### src/rtl/vsoc_defs.vh
`ifndef VSOC_DEFS_VH
`define VSOC_DEFS_VH

// Register indices; byte address is four times the index.
`define VSOC_IDX_BYP_LOW   8'h0A
`define VSOC_IDX_BYP_HIGH  8'h0B
`define VSOC_IDX_V_LOW     8'h0C
`define VSOC_IDX_V_HIGH    8'h0D
`define VSOC_IDX_U_LOW     8'h0E
`define VSOC_IDX_U_HIGH    8'h0F
`define VSOC_IDX_OUT_CTRL  8'h10
`define VSOC_IDX_BYP_FIRST 8'h11
`define VSOC_IDX_STATUS    8'h12

// Field positions inside bypass_count_high_and_flags.
`define VSOC_BIT_COUNT8    0
`define VSOC_BIT_CHROMA_S  1
`define VSOC_BIT_FLD_INV   2

// Field positions inside output_control_flags.
`define VSOC_BIT_NUMFMT    0
`define VSOC_BIT_LINE_POL  1
`define VSOC_BIT_PIX_POL   2
`define VSOC_BIT_FIFO_TR   3
`define VSOC_BIT_WIDE_FMT  4

// Reset values.
`define VSOC_RST_BYTE      8'h00
`define VSOC_RST_V_LOW     8'h80
`define VSOC_RST_V_HIGH    8'h7F
`define VSOC_RST_U_LOW     8'h80
`define VSOC_RST_U_HIGH    8'h7F

// AXI responses.
`define VSOC_RESP_OKAY     2'h0
`define VSOC_RESP_SLVERR   2'h2

`endif

### src/rtl/vsoc_chroma_limit.v
`timescale 1ns/1ps

module vsoc_chroma_limit (
    input  wire [7:0] sample_in,
    input  wire       in_signed_in,
    input  wire       out_signed_in,
    input  wire [7:0] lower_in,
    input  wire [7:0] upper_in,
    output wire [7:0] sample_out
);

    // Bring a sample into two's complement form.
    function [7:0] vsoc_to_twos;
        input [7:0] value;
        input       is_signed;
        begin
            vsoc_to_twos = is_signed ? value : (value ^ 8'h80);
        end
    endfunction

    wire [7:0] twos_value;
    wire [7:0] limited;

    // Offset binary input is re-centred before comparison.
    assign twos_value = vsoc_to_twos(sample_in, in_signed_in);

    // Samples outside the window take the nearest bound.
    assign limited = ($signed(twos_value) < $signed(lower_in)) ? lower_in :
                     ($signed(twos_value) > $signed(upper_in)) ? upper_in : twos_value;

    // Output in two's complement or straight binary.
    assign sample_out = vsoc_to_twos(limited, out_signed_in);

endmodule // vsoc_chroma_limit

### src/rtl/vsoc_top.v
// Decided for this implementation: the AXI4-Lite interface to the registers.
`timescale 1ns/1ps
`include "vsoc_defs.vh"

module vsoc_top (
    input  wire        sys_clk_in,
    input  wire        rst_b_in,
    // AXI4-Lite slave.
    input  wire [7:0]  s_axi_awaddr_in,
    input  wire        s_axi_awvalid_in,
    output wire        s_axi_awready_out,
    input  wire [31:0] s_axi_wdata_in,
    input  wire [3:0]  s_axi_wstrb_in,
    input  wire        s_axi_wvalid_in,
    output wire        s_axi_wready_out,
    output reg  [1:0]  s_axi_bresp_out,
    output reg         s_axi_bvalid_out,
    input  wire        s_axi_bready_in,
    input  wire [7:0]  s_axi_araddr_in,
    input  wire        s_axi_arvalid_in,
    output wire        s_axi_arready_out,
    output reg  [31:0] s_axi_rdata_out,
    output reg  [1:0]  s_axi_rresp_out,
    output reg         s_axi_rvalid_out,
    input  wire        s_axi_rready_in,
    // Video side.
    input  wire        field_start_in,
    input  wire        line_start_in,
    input  wire        scale_active_in,
    input  wire        field_odd_in,
    input  wire        line_valid_in,
    input  wire        pixel_valid_in,
    input  wire        pixel_in_valid_in,
    input  wire [7:0]  y_in,
    input  wire [7:0]  u_in,
    input  wire [7:0]  v_in,
    input  wire        grey_select_in,
    input  wire [2:0]  format_select_in,
    input  wire        mem_ready_in,
    output reg  [7:0]  y_out,
    output reg  [7:0]  u_out,
    output reg  [7:0]  v_out,
    output wire        pixel_out_valid_out,
    output reg         bypass_active_out,
    output reg         field_flag_out,
    output reg         line_qualifier_out,
    output reg         pixel_out_bit1_out,
    output reg         pixel_out_bit0_out,
    output reg  [2:0]  format_code_out
);

    ////////////////////////////////////////////////////////////////////////////
    // Reset synchroniser.
    reg rst_meta_reg;
    reg rst_sync_b_reg;

    // The first stage feeds only the second.
    always @(posedge sys_clk_in or negedge rst_b_in) begin
        if (!rst_b_in) begin
            rst_meta_reg   <= 1'b0;
            rst_sync_b_reg <= 1'b0;
        end else begin
            rst_meta_reg   <= 1'b1;
            rst_sync_b_reg <= rst_meta_reg;
        end
    end

    ////////////////////////////////////////////////////////////////////////////
    // Registers.
    reg  [7:0] byp_low_reg;
    reg  [2:0] byp_high_reg;
    reg  [7:0] v_lower_bound_reg;
    reg  [7:0] v_upper_bound_reg;
    reg  [7:0] u_lower_bound_reg;
    reg  [7:0] u_upper_bound_reg;
    reg  [4:0] out_ctrl_reg;
    reg  [8:0] bypass_first_line_reg;

    // Lines seen in this field.
    reg  [8:0] line_cnt_reg;

    // Decoded fields.
    wire [8:0] bypass_line_count;
    wire       input_chroma_signed;
    wire       field_flag_invert;
    wire       output_number_format;
    wire       line_qual_polarity;
    wire       pixel_qual_polarity;
    wire       fifo_transparent;
    wire       wide_format_enable;

    assign bypass_line_count    = {byp_high_reg[`VSOC_BIT_COUNT8], byp_low_reg};

    // Single-bit flags.
    assign input_chroma_signed  = byp_high_reg[`VSOC_BIT_CHROMA_S];
    assign field_flag_invert    = byp_high_reg[`VSOC_BIT_FLD_INV];
    assign output_number_format = out_ctrl_reg[`VSOC_BIT_NUMFMT];
    assign line_qual_polarity   = out_ctrl_reg[`VSOC_BIT_LINE_POL];
    assign pixel_qual_polarity  = out_ctrl_reg[`VSOC_BIT_PIX_POL];
    assign fifo_transparent     = out_ctrl_reg[`VSOC_BIT_FIFO_TR];
    assign wide_format_enable   = out_ctrl_reg[`VSOC_BIT_WIDE_FMT];

    ////////////////////////////////////////////////////////////////////////////
    // AXI4-Lite write channel.
    reg        aw_held_reg;
    reg [5:0]  aw_idx_reg;
    reg        w_held_reg;
    reg [31:0] w_data_reg;
    reg [3:0]  w_strb_reg;

    // Held or live beat completes a write.
    wire       do_write;
    wire [5:0] wr_idx;
    wire [31:0] wr_data;
    wire        wr_lane0;

    assign s_axi_awready_out = !aw_held_reg && !s_axi_bvalid_out;
    assign s_axi_wready_out  = !w_held_reg && !s_axi_bvalid_out;

    assign wr_idx   = aw_held_reg ? aw_idx_reg : s_axi_awaddr_in[7:2];
    assign wr_data  = w_held_reg ? w_data_reg : s_axi_wdata_in;
    assign wr_lane0 = w_held_reg ? w_strb_reg[0] : s_axi_wstrb_in[0];

    assign do_write = (aw_held_reg || (s_axi_awvalid_in && s_axi_awready_out)) &&
                      (w_held_reg || (s_axi_wvalid_in && s_axi_wready_out));

    // Decodes whether an index maps to a register.
    function vsoc_mapped;
        input [5:0] idx;
        begin
            vsoc_mapped = ({2'h0, idx} >= `VSOC_IDX_BYP_LOW) && ({2'h0, idx} <= `VSOC_IDX_STATUS);
        end
    endfunction

    // Address and data are held until both have arrived; response follows.
    always @(posedge sys_clk_in or negedge rst_sync_b_reg) begin
        if (!rst_sync_b_reg) begin
            aw_held_reg      <= 1'b0;
            aw_idx_reg       <= 6'h00;
            w_held_reg       <= 1'b0;
            w_data_reg       <= 32'h00000000;
            w_strb_reg       <= 4'h0;
            s_axi_bvalid_out <= 1'b0;
            s_axi_bresp_out  <= `VSOC_RESP_OKAY;
        end else begin
            if (do_write) begin
                aw_held_reg      <= 1'b0;
                w_held_reg       <= 1'b0;
                s_axi_bvalid_out <= 1'b1;
                s_axi_bresp_out  <= vsoc_mapped(wr_idx) ? `VSOC_RESP_OKAY : `VSOC_RESP_SLVERR;
            end else begin
                if (s_axi_awvalid_in && s_axi_awready_out) begin
                    aw_held_reg <= 1'b1;
                    aw_idx_reg  <= s_axi_awaddr_in[7:2];
                end

                if (s_axi_wvalid_in && s_axi_wready_out) begin
                    w_held_reg <= 1'b1;
                    w_data_reg <= s_axi_wdata_in;
                    w_strb_reg <= s_axi_wstrb_in;
                end

                if (s_axi_bvalid_out && s_axi_bready_in) begin
                    s_axi_bvalid_out <= 1'b0;
                end
            end
        end
    end

    // Register storage; writes need byte lane 0, which carries all data except bit 8 of bypass_first_line_reg.
    always @(posedge sys_clk_in or negedge rst_sync_b_reg) begin
        if (!rst_sync_b_reg) begin
            byp_low_reg           <= `VSOC_RST_BYTE;
            byp_high_reg          <= 3'h0;
            v_lower_bound_reg     <= `VSOC_RST_V_LOW;
            v_upper_bound_reg     <= `VSOC_RST_V_HIGH;
            u_lower_bound_reg     <= `VSOC_RST_U_LOW;
            u_upper_bound_reg     <= `VSOC_RST_U_HIGH;
            out_ctrl_reg          <= 5'h00;
            bypass_first_line_reg <= 9'h000;
        end else if (do_write && wr_lane0) begin
            case ({2'h0, wr_idx})
                `VSOC_IDX_BYP_LOW:   byp_low_reg <= wr_data[7:0];
                `VSOC_IDX_BYP_HIGH:  byp_high_reg <= wr_data[2:0];
                `VSOC_IDX_V_LOW:     v_lower_bound_reg <= wr_data[7:0];
                `VSOC_IDX_V_HIGH:    v_upper_bound_reg <= wr_data[7:0];
                `VSOC_IDX_U_LOW:     u_lower_bound_reg <= wr_data[7:0];
                `VSOC_IDX_U_HIGH:    u_upper_bound_reg <= wr_data[7:0];
                `VSOC_IDX_OUT_CTRL:  out_ctrl_reg <= wr_data[4:0];
                `VSOC_IDX_BYP_FIRST: bypass_first_line_reg <= wr_data[8:0];
                default: begin
                end
            endcase
        end
    end

    ////////////////////////////////////////////////////////////////////////////
    // AXI4-Lite read channel.
    reg [31:0] rd_word;
    wire [5:0] rd_idx;

    // One read at a time.
    assign s_axi_arready_out = !s_axi_rvalid_out;
    assign rd_idx = s_axi_araddr_in[7:2];

    // Read multiplexer; unused upper bits read as zero.
    always @* begin
        case ({2'h0, rd_idx})
            `VSOC_IDX_BYP_LOW:   rd_word = {24'h000000, byp_low_reg};
            `VSOC_IDX_BYP_HIGH:  rd_word = {29'h00000000, byp_high_reg};
            `VSOC_IDX_V_LOW:     rd_word = {24'h000000, v_lower_bound_reg};
            `VSOC_IDX_V_HIGH:    rd_word = {24'h000000, v_upper_bound_reg};
            `VSOC_IDX_U_LOW:     rd_word = {24'h000000, u_lower_bound_reg};
            `VSOC_IDX_U_HIGH:    rd_word = {24'h000000, u_upper_bound_reg};
            `VSOC_IDX_OUT_CTRL:  rd_word = {27'h0000000, out_ctrl_reg};
            `VSOC_IDX_BYP_FIRST: rd_word = {23'h000000, bypass_first_line_reg};
            `VSOC_IDX_STATUS:    rd_word = {21'h000000, field_flag_out, bypass_active_out, line_cnt_reg};
            default:             rd_word = 32'h00000000;
        endcase
    end

    // Read data is captured on the same edge that the address is taken.
    always @(posedge sys_clk_in or negedge rst_sync_b_reg) begin
        if (!rst_sync_b_reg) begin
            s_axi_rvalid_out <= 1'b0;
            s_axi_rdata_out  <= 32'h00000000;
            s_axi_rresp_out  <= `VSOC_RESP_OKAY;
        end else if (s_axi_arvalid_in && s_axi_arready_out) begin
            s_axi_rvalid_out <= 1'b1;
            s_axi_rdata_out  <= rd_word;
            s_axi_rresp_out  <= vsoc_mapped(rd_idx) ? `VSOC_RESP_OKAY : `VSOC_RESP_SLVERR;
        end else if (s_axi_rready_in) begin
            s_axi_rvalid_out <= 1'b0;
        end
    end

    ////////////////////////////////////////////////////////////////////////////
    // Line counter and bypass region.
    // One past the last bypassed line.
    wire [9:0] byp_end;
    wire       in_bypass;

    assign byp_end   = {1'b0, bypass_first_line_reg} + {1'b0, bypass_line_count};
    assign in_bypass = ({1'b0, line_cnt_reg} >= {1'b0, bypass_first_line_reg}) &&
                       ({1'b0, line_cnt_reg} < byp_end);

    // Counts lines in the field; scaling overrides the bypass window.
    always @(posedge sys_clk_in or negedge rst_sync_b_reg) begin
        if (!rst_sync_b_reg) begin
            line_cnt_reg      <= 9'h000;
            bypass_active_out <= 1'b0;
            field_flag_out    <= 1'b0;
        end else begin
            if (field_start_in) begin
                line_cnt_reg <= 9'h000;
            end else if (line_start_in && line_cnt_reg != 9'h1FF) begin
                line_cnt_reg <= line_cnt_reg + 9'h001;
            end

            bypass_active_out <= in_bypass && !scale_active_in;
            field_flag_out    <= field_odd_in ^ field_flag_invert;
        end
    end

    ////////////////////////////////////////////////////////////////////////////
    // Pixel path.
    wire [7:0] u_limited;
    wire [7:0] v_limited;
    wire       line_q;
    wire       pix_q;

    // Pixel waiting for the memory.
    reg        hold_valid_reg;

    // U chroma path.
    vsoc_chroma_limit u_limit (
        .sample_in     (u_in),
        .in_signed_in  (input_chroma_signed),
        .out_signed_in (output_number_format),
        .lower_in      (u_lower_bound_reg),
        .upper_in      (u_upper_bound_reg),
        .sample_out    (u_limited)
    );

    // V chroma path.
    vsoc_chroma_limit v_limit (
        .sample_in     (v_in),
        .in_signed_in  (input_chroma_signed),
        .out_signed_in (output_number_format),
        .lower_in      (v_lower_bound_reg),
        .upper_in      (v_upper_bound_reg),
        .sample_out    (v_limited)
    );

    // Qualifiers follow their polarity bits.
    assign line_q = line_valid_in ^ !line_qual_polarity;
    assign pix_q  = pixel_valid_in ^ !pixel_qual_polarity;

    // Transparent mode shifts every cycle; memory mode waits for acceptance.
    assign pixel_out_valid_out = fifo_transparent ? pixel_in_valid_in : hold_valid_reg;

    // Output stage registers, loaded as memory protocol or shift register.
    always @(posedge sys_clk_in or negedge rst_sync_b_reg) begin
        if (!rst_sync_b_reg) begin
            y_out              <= 8'h00;
            u_out              <= 8'h00;
            v_out              <= 8'h00;
            hold_valid_reg     <= 1'b0;
            line_qualifier_out <= 1'b1;
            pixel_out_bit1_out <= 1'b1;
            pixel_out_bit0_out <= 1'b1;
            format_code_out    <= 3'h0;
        end else begin
            line_qualifier_out <= line_q;
            pixel_out_bit1_out <= line_q;
            pixel_out_bit0_out <= pix_q;
            format_code_out    <= wide_format_enable ? format_select_in : {1'b0, format_select_in[1:0]};

            // Memory mode holds until taken.
            if (fifo_transparent || !hold_valid_reg || mem_ready_in) begin
                hold_valid_reg <= pixel_in_valid_in;
                if (pixel_in_valid_in) begin
                    y_out <= (grey_select_in && !output_number_format) ? ~y_in : y_in;
                    u_out <= u_limited;
                    v_out <= v_limited;
                end
            end
        end
    end

endmodule // vsoc_top

### config.mk
export PLATFORM = sky130hd
export DESIGN_NAME = vsoc_top
export DESIGN_NICKNAME = d
export VERILOG_FILES = /design/src/rtl/vsoc_chroma_limit.v /design/src/rtl/vsoc_top.v
export VERILOG_INCLUDE_DIRS = /design/src /design/src/rtl
export SDC_FILE = /design/constraint.sdc
export NUM_CORES = 1
export LEC_CHECK = 0
export BUFFER_PORTS_ARGS = -buffer_cell sky130_fd_sc_hd__buf_2
export CORE_MARGIN = 2
export CORE_UTILIZATION = 40
export CTS_BUF_LIST = sky130_fd_sc_hd__clkbuf_4 sky130_fd_sc_hd__clkbuf_8
export DETAILED_ROUTE_END_ITERATION = 12
export GPL_TIMING_DRIVEN = 1
export HOLD_SLACK_MARGIN = 0.03
export PLACE_DENSITY = 0.59
export SLEW_MARGIN = 10
export SYNTH_ARGS = -nofsm -noshare
export SYNTH_HDL_FRONTEND = slang
export SYNTH_SLANG_ARGS = --single-unit
### constraint.sdc
create_clock -name sys_clk_in -period 8.9 [get_ports sys_clk_in]
set_clock_uncertainty 0.05 [all_clocks]
set_input_delay 0.445 -clock sys_clk_in [delete_from_list [all_inputs] [get_ports sys_clk_in]]
set_output_delay 0.445 -clock sys_clk_in [all_outputs]
set_load 0.02 [all_outputs]
==> summary.md, run 1 <==
| Metric | Value |
|---|---|
| Slowest cell on crit path | `dfrtp_1` |
| Setup violators final | `0` |
| Crit-path max FO | `4` |
| Critical Path Start | `bypass_first_line_reg[0]$_DFFE_PN0P_` |
| Critical Path Start Type | `register` |
| Post-route insts no fill | `~1200` |
| Most flops, register | `s_axi_rdata_out` |
| IO buf count | `115` |
| Synth top area cells | `dfrtp_1 (35%), mux2_2 (10%), ha_1 (8.9%)` |
| Met3 GRT Util | `~4.3%` |
| Number of synthesized flops with an enable pin | `0` |
| Wire length per cell | `between 15 and 20 µm` |
| H-Tree Depth | `4` |
| CTS Buffer Depth | `2` |
| R2R cell count | `14` |
| Setup CP Type | `reg -> reg` |
| Crit path required time | `approximately 9.2 ns` |
| # IOs | `169` |
| Post-DRT Antenna Nets | `0` |
| Overall Global Routing Usage | `between 10% and 20%` |
| Psw | `between 1 and 1.5 mW` |
| Grt peak-use layer | `met1` |
| Placement Cell Area | `8850 µm²` |
| Core Region | `between 20000 and 25000 µm²` |
| PostCTS Resize Cnt | `0` |
| Sequential share of power | `approximately two fifths` |
| Final hold viol count | `0` |
| Seq/Total Area, Yosys | `41.3%` |
| Congestion Overflow GR | `0` |
| Cells after Synth | `780` |
| Comb pwr share | `between 40% and 50%` |
| M1 GR Usage | `29.0%` |
| Worst-Margin Slew | `approximately 1.1 ns` |
| Fin nets | `around 1000` |
| Power Dens Cells | `274 nW/µm²` |
| Die Ht | `roughly 150 µm` |
| Setup bufs post-CTS | `0` |
| VDD IR max | `roughly 230 µV` |
| Synth Cell Area | `approximately 8100 µm²` |
| Internal power | `1.52 mW` |
| Reg2Reg Capture Point | `bypass_active_out$_DFF_PN0_` |
| Final setup TNS | `0 ns` |
| Power share of the clock group | `around 20%` |
| Final instance area | `approximately 9300 µm²` |
| Netlist cell types | `64` |
| HP Class | `in -> reg` |
| Placed insts | `between 1000 and 1500` |
| Slew HR | `25.5%` |
| Worst-Skew Late Latency | `between 0.4 and 0.5 ns` |
| First-pass GRT wire length | `between 30000 and 40000 µm` |
| Initial Utilization | `40.5%` |
| #FFs+latches synth | `between 100 and 150` |
| Placement row count | `52` |
| Max incr delay on CP | `just over 0.4 ns` |
| Met2 Use GR | `around 28%` |
| Largest net degree at the start of global routing | `roughly 80` |
| Most instantiated cells after synthesis | `dfrtp_1 (115), mux2_2 (75), o21ai_0 (66)` |
| DPL Wire Length | `between 10000 and 15000 µm` |
| RSZ-0062 raised after global routing | `false` |
| Most frequent cell after synthesis | `dfrtp_1` |
| Mapped Avg Cell Area | `around 10 µm²` |
| CTS tree | `done` |
| Synth warnings | `0` |
| Via Count | `just over 6000` |
| Flop-to-flop setup slack | `~5.8 ns` |
| DRC viols | `0` |
| CTS buffer count | `17` |
| Share of cells above drive strength 1 | `31.7%` |
| CP arrival | `between 3 and 4 ns` |
| Crit share post-route | `between 30% and 40%` |
| Initial antenna violation count | `2` |
| Drt pass-1 iters | `4` |
| Most common flop cell mapped by yosys | `dfrtp_1` |
| Tmin final | `3.10 ns` |
| Status | `completed` |
| Post-synth ARST share | `100%` |
| Vias per cell | `5.14` |
| Max FFs per register | `11` |
| Synth area leader | `dfrtp_1` |
| # clock sinks | `~130` |
| Total wire length | `between 20000 and 25000 µm` |
| CTS root buf | `clkbuf_8` |
| Worst setup EP type | `register` |
| Pins Over Slew Limit | `0` |
| Reg-to-reg critical path startpoint | `bypass_first_line_reg[0]$_DFFE_PN0P_` |
| Most Frequent Cell on Critical Path | `o21ai_0` |
| Vias in the first global route | `between 5000 and 6000` |
| DRT iter0 DRCs | `280` |
| Chip width | `between 100 and 150 µm` |
| Max Freq | `323 MHz` |
| Crit-path cells | `ha_1 > inv_1 > fa_1 > nor2b_1 > o21ai_0 > a21oi_1 > o21ai_0 > nand2b_1 > xnor2_1 > ha_1 > a2111oi_0 > o21ai_0 > o211ai_1 > and3_1` |
| Placer Congestion | `~0.85` |
| CP endpoint | `bypass_active_out$_DFF_PN0_` |
| Filler cells | `between 1500 and 2000` |
| Area delta synth->final | `14.2%` |
| Top cell type's share of synthesized area | `a little over a third` |
| Reg clk slew, reported paths | `~0.080 ns` |
| Max cap viols | `0` |
| P_leak | `4.26 nW` |
| Sw Share | `approximately two fifths` |
| Die Area | `21400 µm²` |
routing by layer:
layer	vias up	share of wire [%]	wire [µm]
li1	2969	-	-
met1	2896	51	10300
met2	156	42	8520
met3	25	5.0	1010
met4	2	1.5	308
met5	-	0.065	13
power groups by stage:
stage / Sequential [mW] / Combinational [mW] / Clock (mW)
after floorplan: 0.985 / 0.756 / 0
after global placement: 0.993 / 1.03 / 0
after detailed placement: 0.996 / 1.05 / 0
after CTS: 0.985 / 1.06 / 0.518
after global routing: 1.01 / 1.17 / 0.540
final: 0.984 / 1.05 / 0.500
cells by family after synthesis:
family	count (synthesis)	synth area share, %
other	2	0.0926
DFF	133	41.3
xor gates and xnor gates	26	2.81
adders and majority gates	59	9.20
and+or+nand+nor	196	12.1
buffers and inverters	99	5.91
AOI/OAI and AO/OA	161	12.9
muxes	104	15.7
worst min-delay path by stage:
stage          cells after the start     startpoint  slack, ns                      endpoint
6_report                           2  line_valid_in       0.07  pixel_out_bit1_out$_DFF_PN1_
3_5_place_dp                       1       rst_b_in       0.18        rst_meta_reg$_DFF_PN0_
4_1_cts                            2  line_valid_in       0.05  pixel_out_bit1_out$_DFF_PN1_
5_1_grt                            2  line_valid_in       0.06  pixel_out_bit1_out$_DFF_PN1_
3_3_place_gp                       1       rst_b_in       0.18        rst_meta_reg$_DFF_PN0_
2_1_floorplan                      0       rst_b_in        0.1        rst_meta_reg$_DFF_PN0_
critical path: cells and delay by family (launching register included):
kind / cells / cell delay (ns)
AOI/OAI and AO/OA: 6 / 1.12
xor gates and xnor gates: 1 / 0.14
DFF: 1 / 0.41
and+or+nand+nor: 3 / 0.41
adders and majority gates: 3 / 0.85
buffers and inverters: 1 / 0.05
timing repair:
item | 4_1_cts | 5_1_grt
setup endpoints to repair | 0 | 0
hold endpoints to repair | 4 | 0
hold buffers | 3 | 0
layout by cell type (no fill, tap or decap), drive strengths merged, types with 8 or more instances in the layout:
cell / count
clkbuf: 18
clkinv: 9
o21ai: 71
conb: 24
buf: 118
nand4: 10
nand3: 22
xor2: 8
nor2b: 13
nor2: 52
dfrtp: 115
a31o: 14
a21oi: 20
ha: 58
nand2: 62
or3: 9
a21o: 11
mux2i: 14
nand2b: 9
dfstp: 18
inv: 51
xnor2: 18
mux2: 83
a221oi: 9
final cells by class:
class | instances | area (µm²) | area share, %
Multi-Input combinational cell | 570 | 4370 | 47.1
Sequential cell | 133 | 3350 | 36.2
Timing Repair Buffer | 121 | 628 | 6.78
Tap cell | 270 | 338 | 3.65
Clock buffer | 18 | 248 | 2.67
Inverter | 51 | 191 | 2.07
Clock inverter | 13 | 135 | 1.46
Antenna cell | 1 | 2.50 | 0.0270
per-stage QoR:
step           setup slack [ns]  hold WS (ns)  util, %  power (mW)
6_report                   5.80        0.0741     46.2        2.54
5_1_grt                    5.47        0.0624     46.2        2.72
4_1_cts                    5.78        0.0469     46.2        2.56
3_5_place_dp               5.79         0.183     44.1        2.04
3_3_place_gp               5.91         0.182     44.1        2.03
2_1_floorplan              4.90        0.0994        -        1.74
Power figures use the tool's default switching activity.
==> inputs of run 2 (changes only) <==
--- a/config.mk
+++ b/config.mk
@@ -13,7 +13,7 @@
 export DETAILED_ROUTE_END_ITERATION = 12
 export GPL_TIMING_DRIVEN = 1
 export HOLD_SLACK_MARGIN = 0.03
-export PLACE_DENSITY = 0.59
+export PLACE_DENSITY = 0.62
 export SLEW_MARGIN = 10
 export SYNTH_ARGS = -nofsm -noshare
 export SYNTH_HDL_FRONTEND = slang
==> constraint.sdc (replaced) <==
create_clock -name sys_clk_in -period 2.63 [get_ports sys_clk_in]
set_clock_uncertainty 0.05 [all_clocks]
set_input_delay 0.1315 -clock sys_clk_in [delete_from_list [all_inputs] [get_ports sys_clk_in]]
set_output_delay 0.1315 -clock sys_clk_in [all_outputs]
set_load 0.02 [all_outputs]
==> run 2 against run 1 <==
The flow now finishes with violations (setup timing). Total power rose to 3.7 times the previous value. Register-to-register slack worse by 6.0 ns. Critical path depth is the same. Core utilization is 4.7 points higher. Critical path type unchanged. Design area grew 10%.
==> summary.md, run 2 (synthesized netlist as in run 1, its figures left out) <==
| Metric | Value |
|---|---|
| DRT iter0 DRCs | `376 (+34%)` |
| Crit-path max FO | `2 (-2)` |
| Crit share post-route | `106% (+71 points)` |
| Power Dens Cells | `918 nW/µm² (+240%)` |
| Overall Global Routing Usage | `19.5% (+0.25 points)` |
| Worst setup EP type | `register` |
| Area delta synth->final | `25.9%` |
| Total power draw | `9.37 mW (+270%)` |
| Via Count | `6415 (+6.1%)` |
| Setup CP Type | `reg -> reg` |
| # diodes | `0 (-1)` |
| Final hold viol count | `0 (unchanged)` |
| Max Freq | `358 MHz (+11%)` |
| Placer Congestion | `0.867 (+1.8%)` |
| Vias per cell | `5.08 (-1.1%)` |
| Failing checks | `setup timing` |
| Fin nets | `1133 (+8.1%)` |
| Filler cells | `1850 (-6.0%)` |
| Placement row count | `52 (unchanged)` |
| CTS Buffer Depth | `2 (unchanged)` |
| Die Area | `21400 µm² (unchanged)` |
| Wire length per cell | `16.3 µm (-4.7%)` |
| Max cap viols | `0 (unchanged)` |
| Congestion Overflow GR | `0 (unchanged)` |
| # IOs | `169 (unchanged)` |
| Final setup TNS | `-0.163 ns (-0.163 ns)` |
| Most frequent cells in the layout | `buf_2 (115), dfrtp_1 (114), mux2_2 (75), o21ai_0 (62), nand2_1 (60)` |
| Chip width | `146 µm (unchanged)` |
| Total wire length | `20500 µm (+2.2%)` |
| Slew HR | `46.0% (+20 points)` |
| First-pass GRT wire length | `32900 µm (+1.0%)` |
| VDD IR max | `553 µV (+140%)` |
| IO buf count | `115 (unchanged)` |
| Initial Utilization | `40.5% (unchanged)` |
| Most flops, register | `s_axi_rdata_out` |
| P_leak | `4.70 nW (+10%)` |
| Pre-CTS setup slack | `-0.195 ns (-5.98 ns)` |
| Pins Over Slew Limit | `0 (unchanged)` |
| Worst-Margin Slew | `0.809 ns (-0.302 ns)` |
| Drt pass-1 iters | `5 (+1)` |
| H-Tree Depth | `4 (unchanged)` |
| Largest net degree at the start of global routing | `50 (-36%)` |
| Post-layout util | `51.0% (+4.7 points)` |
| CTS buffer count | `17 (unchanged)` |
| Die Ht | `146 µm (unchanged)` |
| Tmin final | `2.79 ns (-0.303 ns)` |
| Status | `complete, but fails checks` |
| CP arrival | `3.09 ns (-0.35 ns)` |
| DRC viols | `0 (unchanged)` |
| Crit path required time | `2.93 ns (-6.31 ns)` |
| Most common cell after layout, fill and taps aside | `buf_2` |
| Max FFs per register | `11 (unchanged)` |
| Post-DRT Antenna Nets | `0 (unchanged)` |
| Reg clk slew, reported paths | `0.08 ns (about the same)` |
| Worst-Skew Late Latency | `0.45 ns (about the same)` |
| # clock sinks | `133 (unchanged)` |
| RSZ-0062 raised after global routing | `true` |
| CTS root buf | `clkbuf_8` |
| Setup violators final | `1 (+1)` |
| DPL Wire Length | `15200 µm (+3.0%)` |
| Share of cells above drive strength 1 | `34.7% (+3.0 points)` |
| CTS tree | `done` |
| Initial antenna violation count | `0 (-2)` |
| Worst Slack Setup Final | `-0.163 ns (-5.97 ns)` |
| Core Region | `20000 µm² (unchanged)` |
| Vias in the first global route | `6035 (+3.2%)` |
| HP Class | `in -> reg` |
| Critical Path Start Type | `register` |
==> run 2: final timing paths <==
kind | endpoint | start | depth (start not counted) | slack, ns
max in group asynchronous | v_upper_bound_reg[6]$_DFFE_PN1P_ | rst_sync_b_reg$_DFF_PN0_ | 1 | 1.42
worst max register to register | bypass_active_out$_DFF_PN0_ | bypass_first_line_reg[0]$_DFFE_PN0P_ | 14 | -0.16
worst max-delay path | bypass_active_out$_DFF_PN0_ | bypass_first_line_reg[0]$_DFFE_PN0P_ | 14 | -0.16
worst min-delay path | u_out[5]$_DFFE_PN0P_ | u_in[5] | 4 | 0.06
min in group asynchronous | aw_idx_reg[1]$_DFFE_PN0P_ | rst_sync_b_reg$_DFF_PN0_ | 0 | 0.31
worst min register to register | rst_sync_b_reg$_DFF_PN0_ | rst_meta_reg$_DFF_PN0_ | 0 | 0.30
==> run 2: layout make-up <==
type                       count  area, µm²  area share, %
multi-input combinational    570       4440           43.5
sequential                   133       3350           32.9
timing repair buffer         206       1400           13.7
tap                          270        338           3.31
clock inverter                15        253           2.48
clock buffer                  17        234           2.29
inverter                      51        191           1.87
==> run 2: layer usage <==
metal	up-vias	track usage, %	wire length, µm
li1	3157	-	-
met1	3060	28.9	10200
met2	172	29.6	9090
met3	26	2.91	951
met4	0	6.41	342
met5	-	0	0
==> run 2: stage by stage <==
stage / area, µm² / hold WS, ns / std cells
2_1_floorplan: 8200 / -0.214 / 802
3_3_place_gp: 9160 / -0.130 / 1179
3_5_place_dp: 9160 / -0.129 / 1179
4_1_cts: 10100 / 0.0333 / 1259
5_1_grt: 10200 / 0.0701 / 1262
6_report: 10200 / 0.0593 / 1262
==> run 2: repair_timing <==
action | 4_1_cts | 5_1_grt
buffers inserted | 0 | 3
setup endpoints to repair | 1 | 9
hold buffers | 48 | 0
hold endpoints to repair | 54 | 0
gates resized for setup | 4 | 14
pin swaps | 0 | 15
==> run 2: power breakdown <==
part	switching, mW	internal, mW	total, mW
combinational	2.13	1.88	4.01
clock	0.880	1.23	2.11
sequential	0.541	2.70	3.24
total	3.55	5.82	9.37
==> run 2: critical path, cell delays in order, from the launching register on <==
cell and delay [ns]:
dfrtp_1 0.36, ha_2 0.19, inv_2 0.04, fa_2 0.39, nor2b_2 0.14, o21ai_2 0.09, a21oi_2 0.17, o21ai_2 0.10
a21oi_2 0.15, xnor2_1 0.10, ha_2 0.33, o21ai_2 0.05, a221oi_2 0.24, o211ai_1 0.13, and3_1 0.16
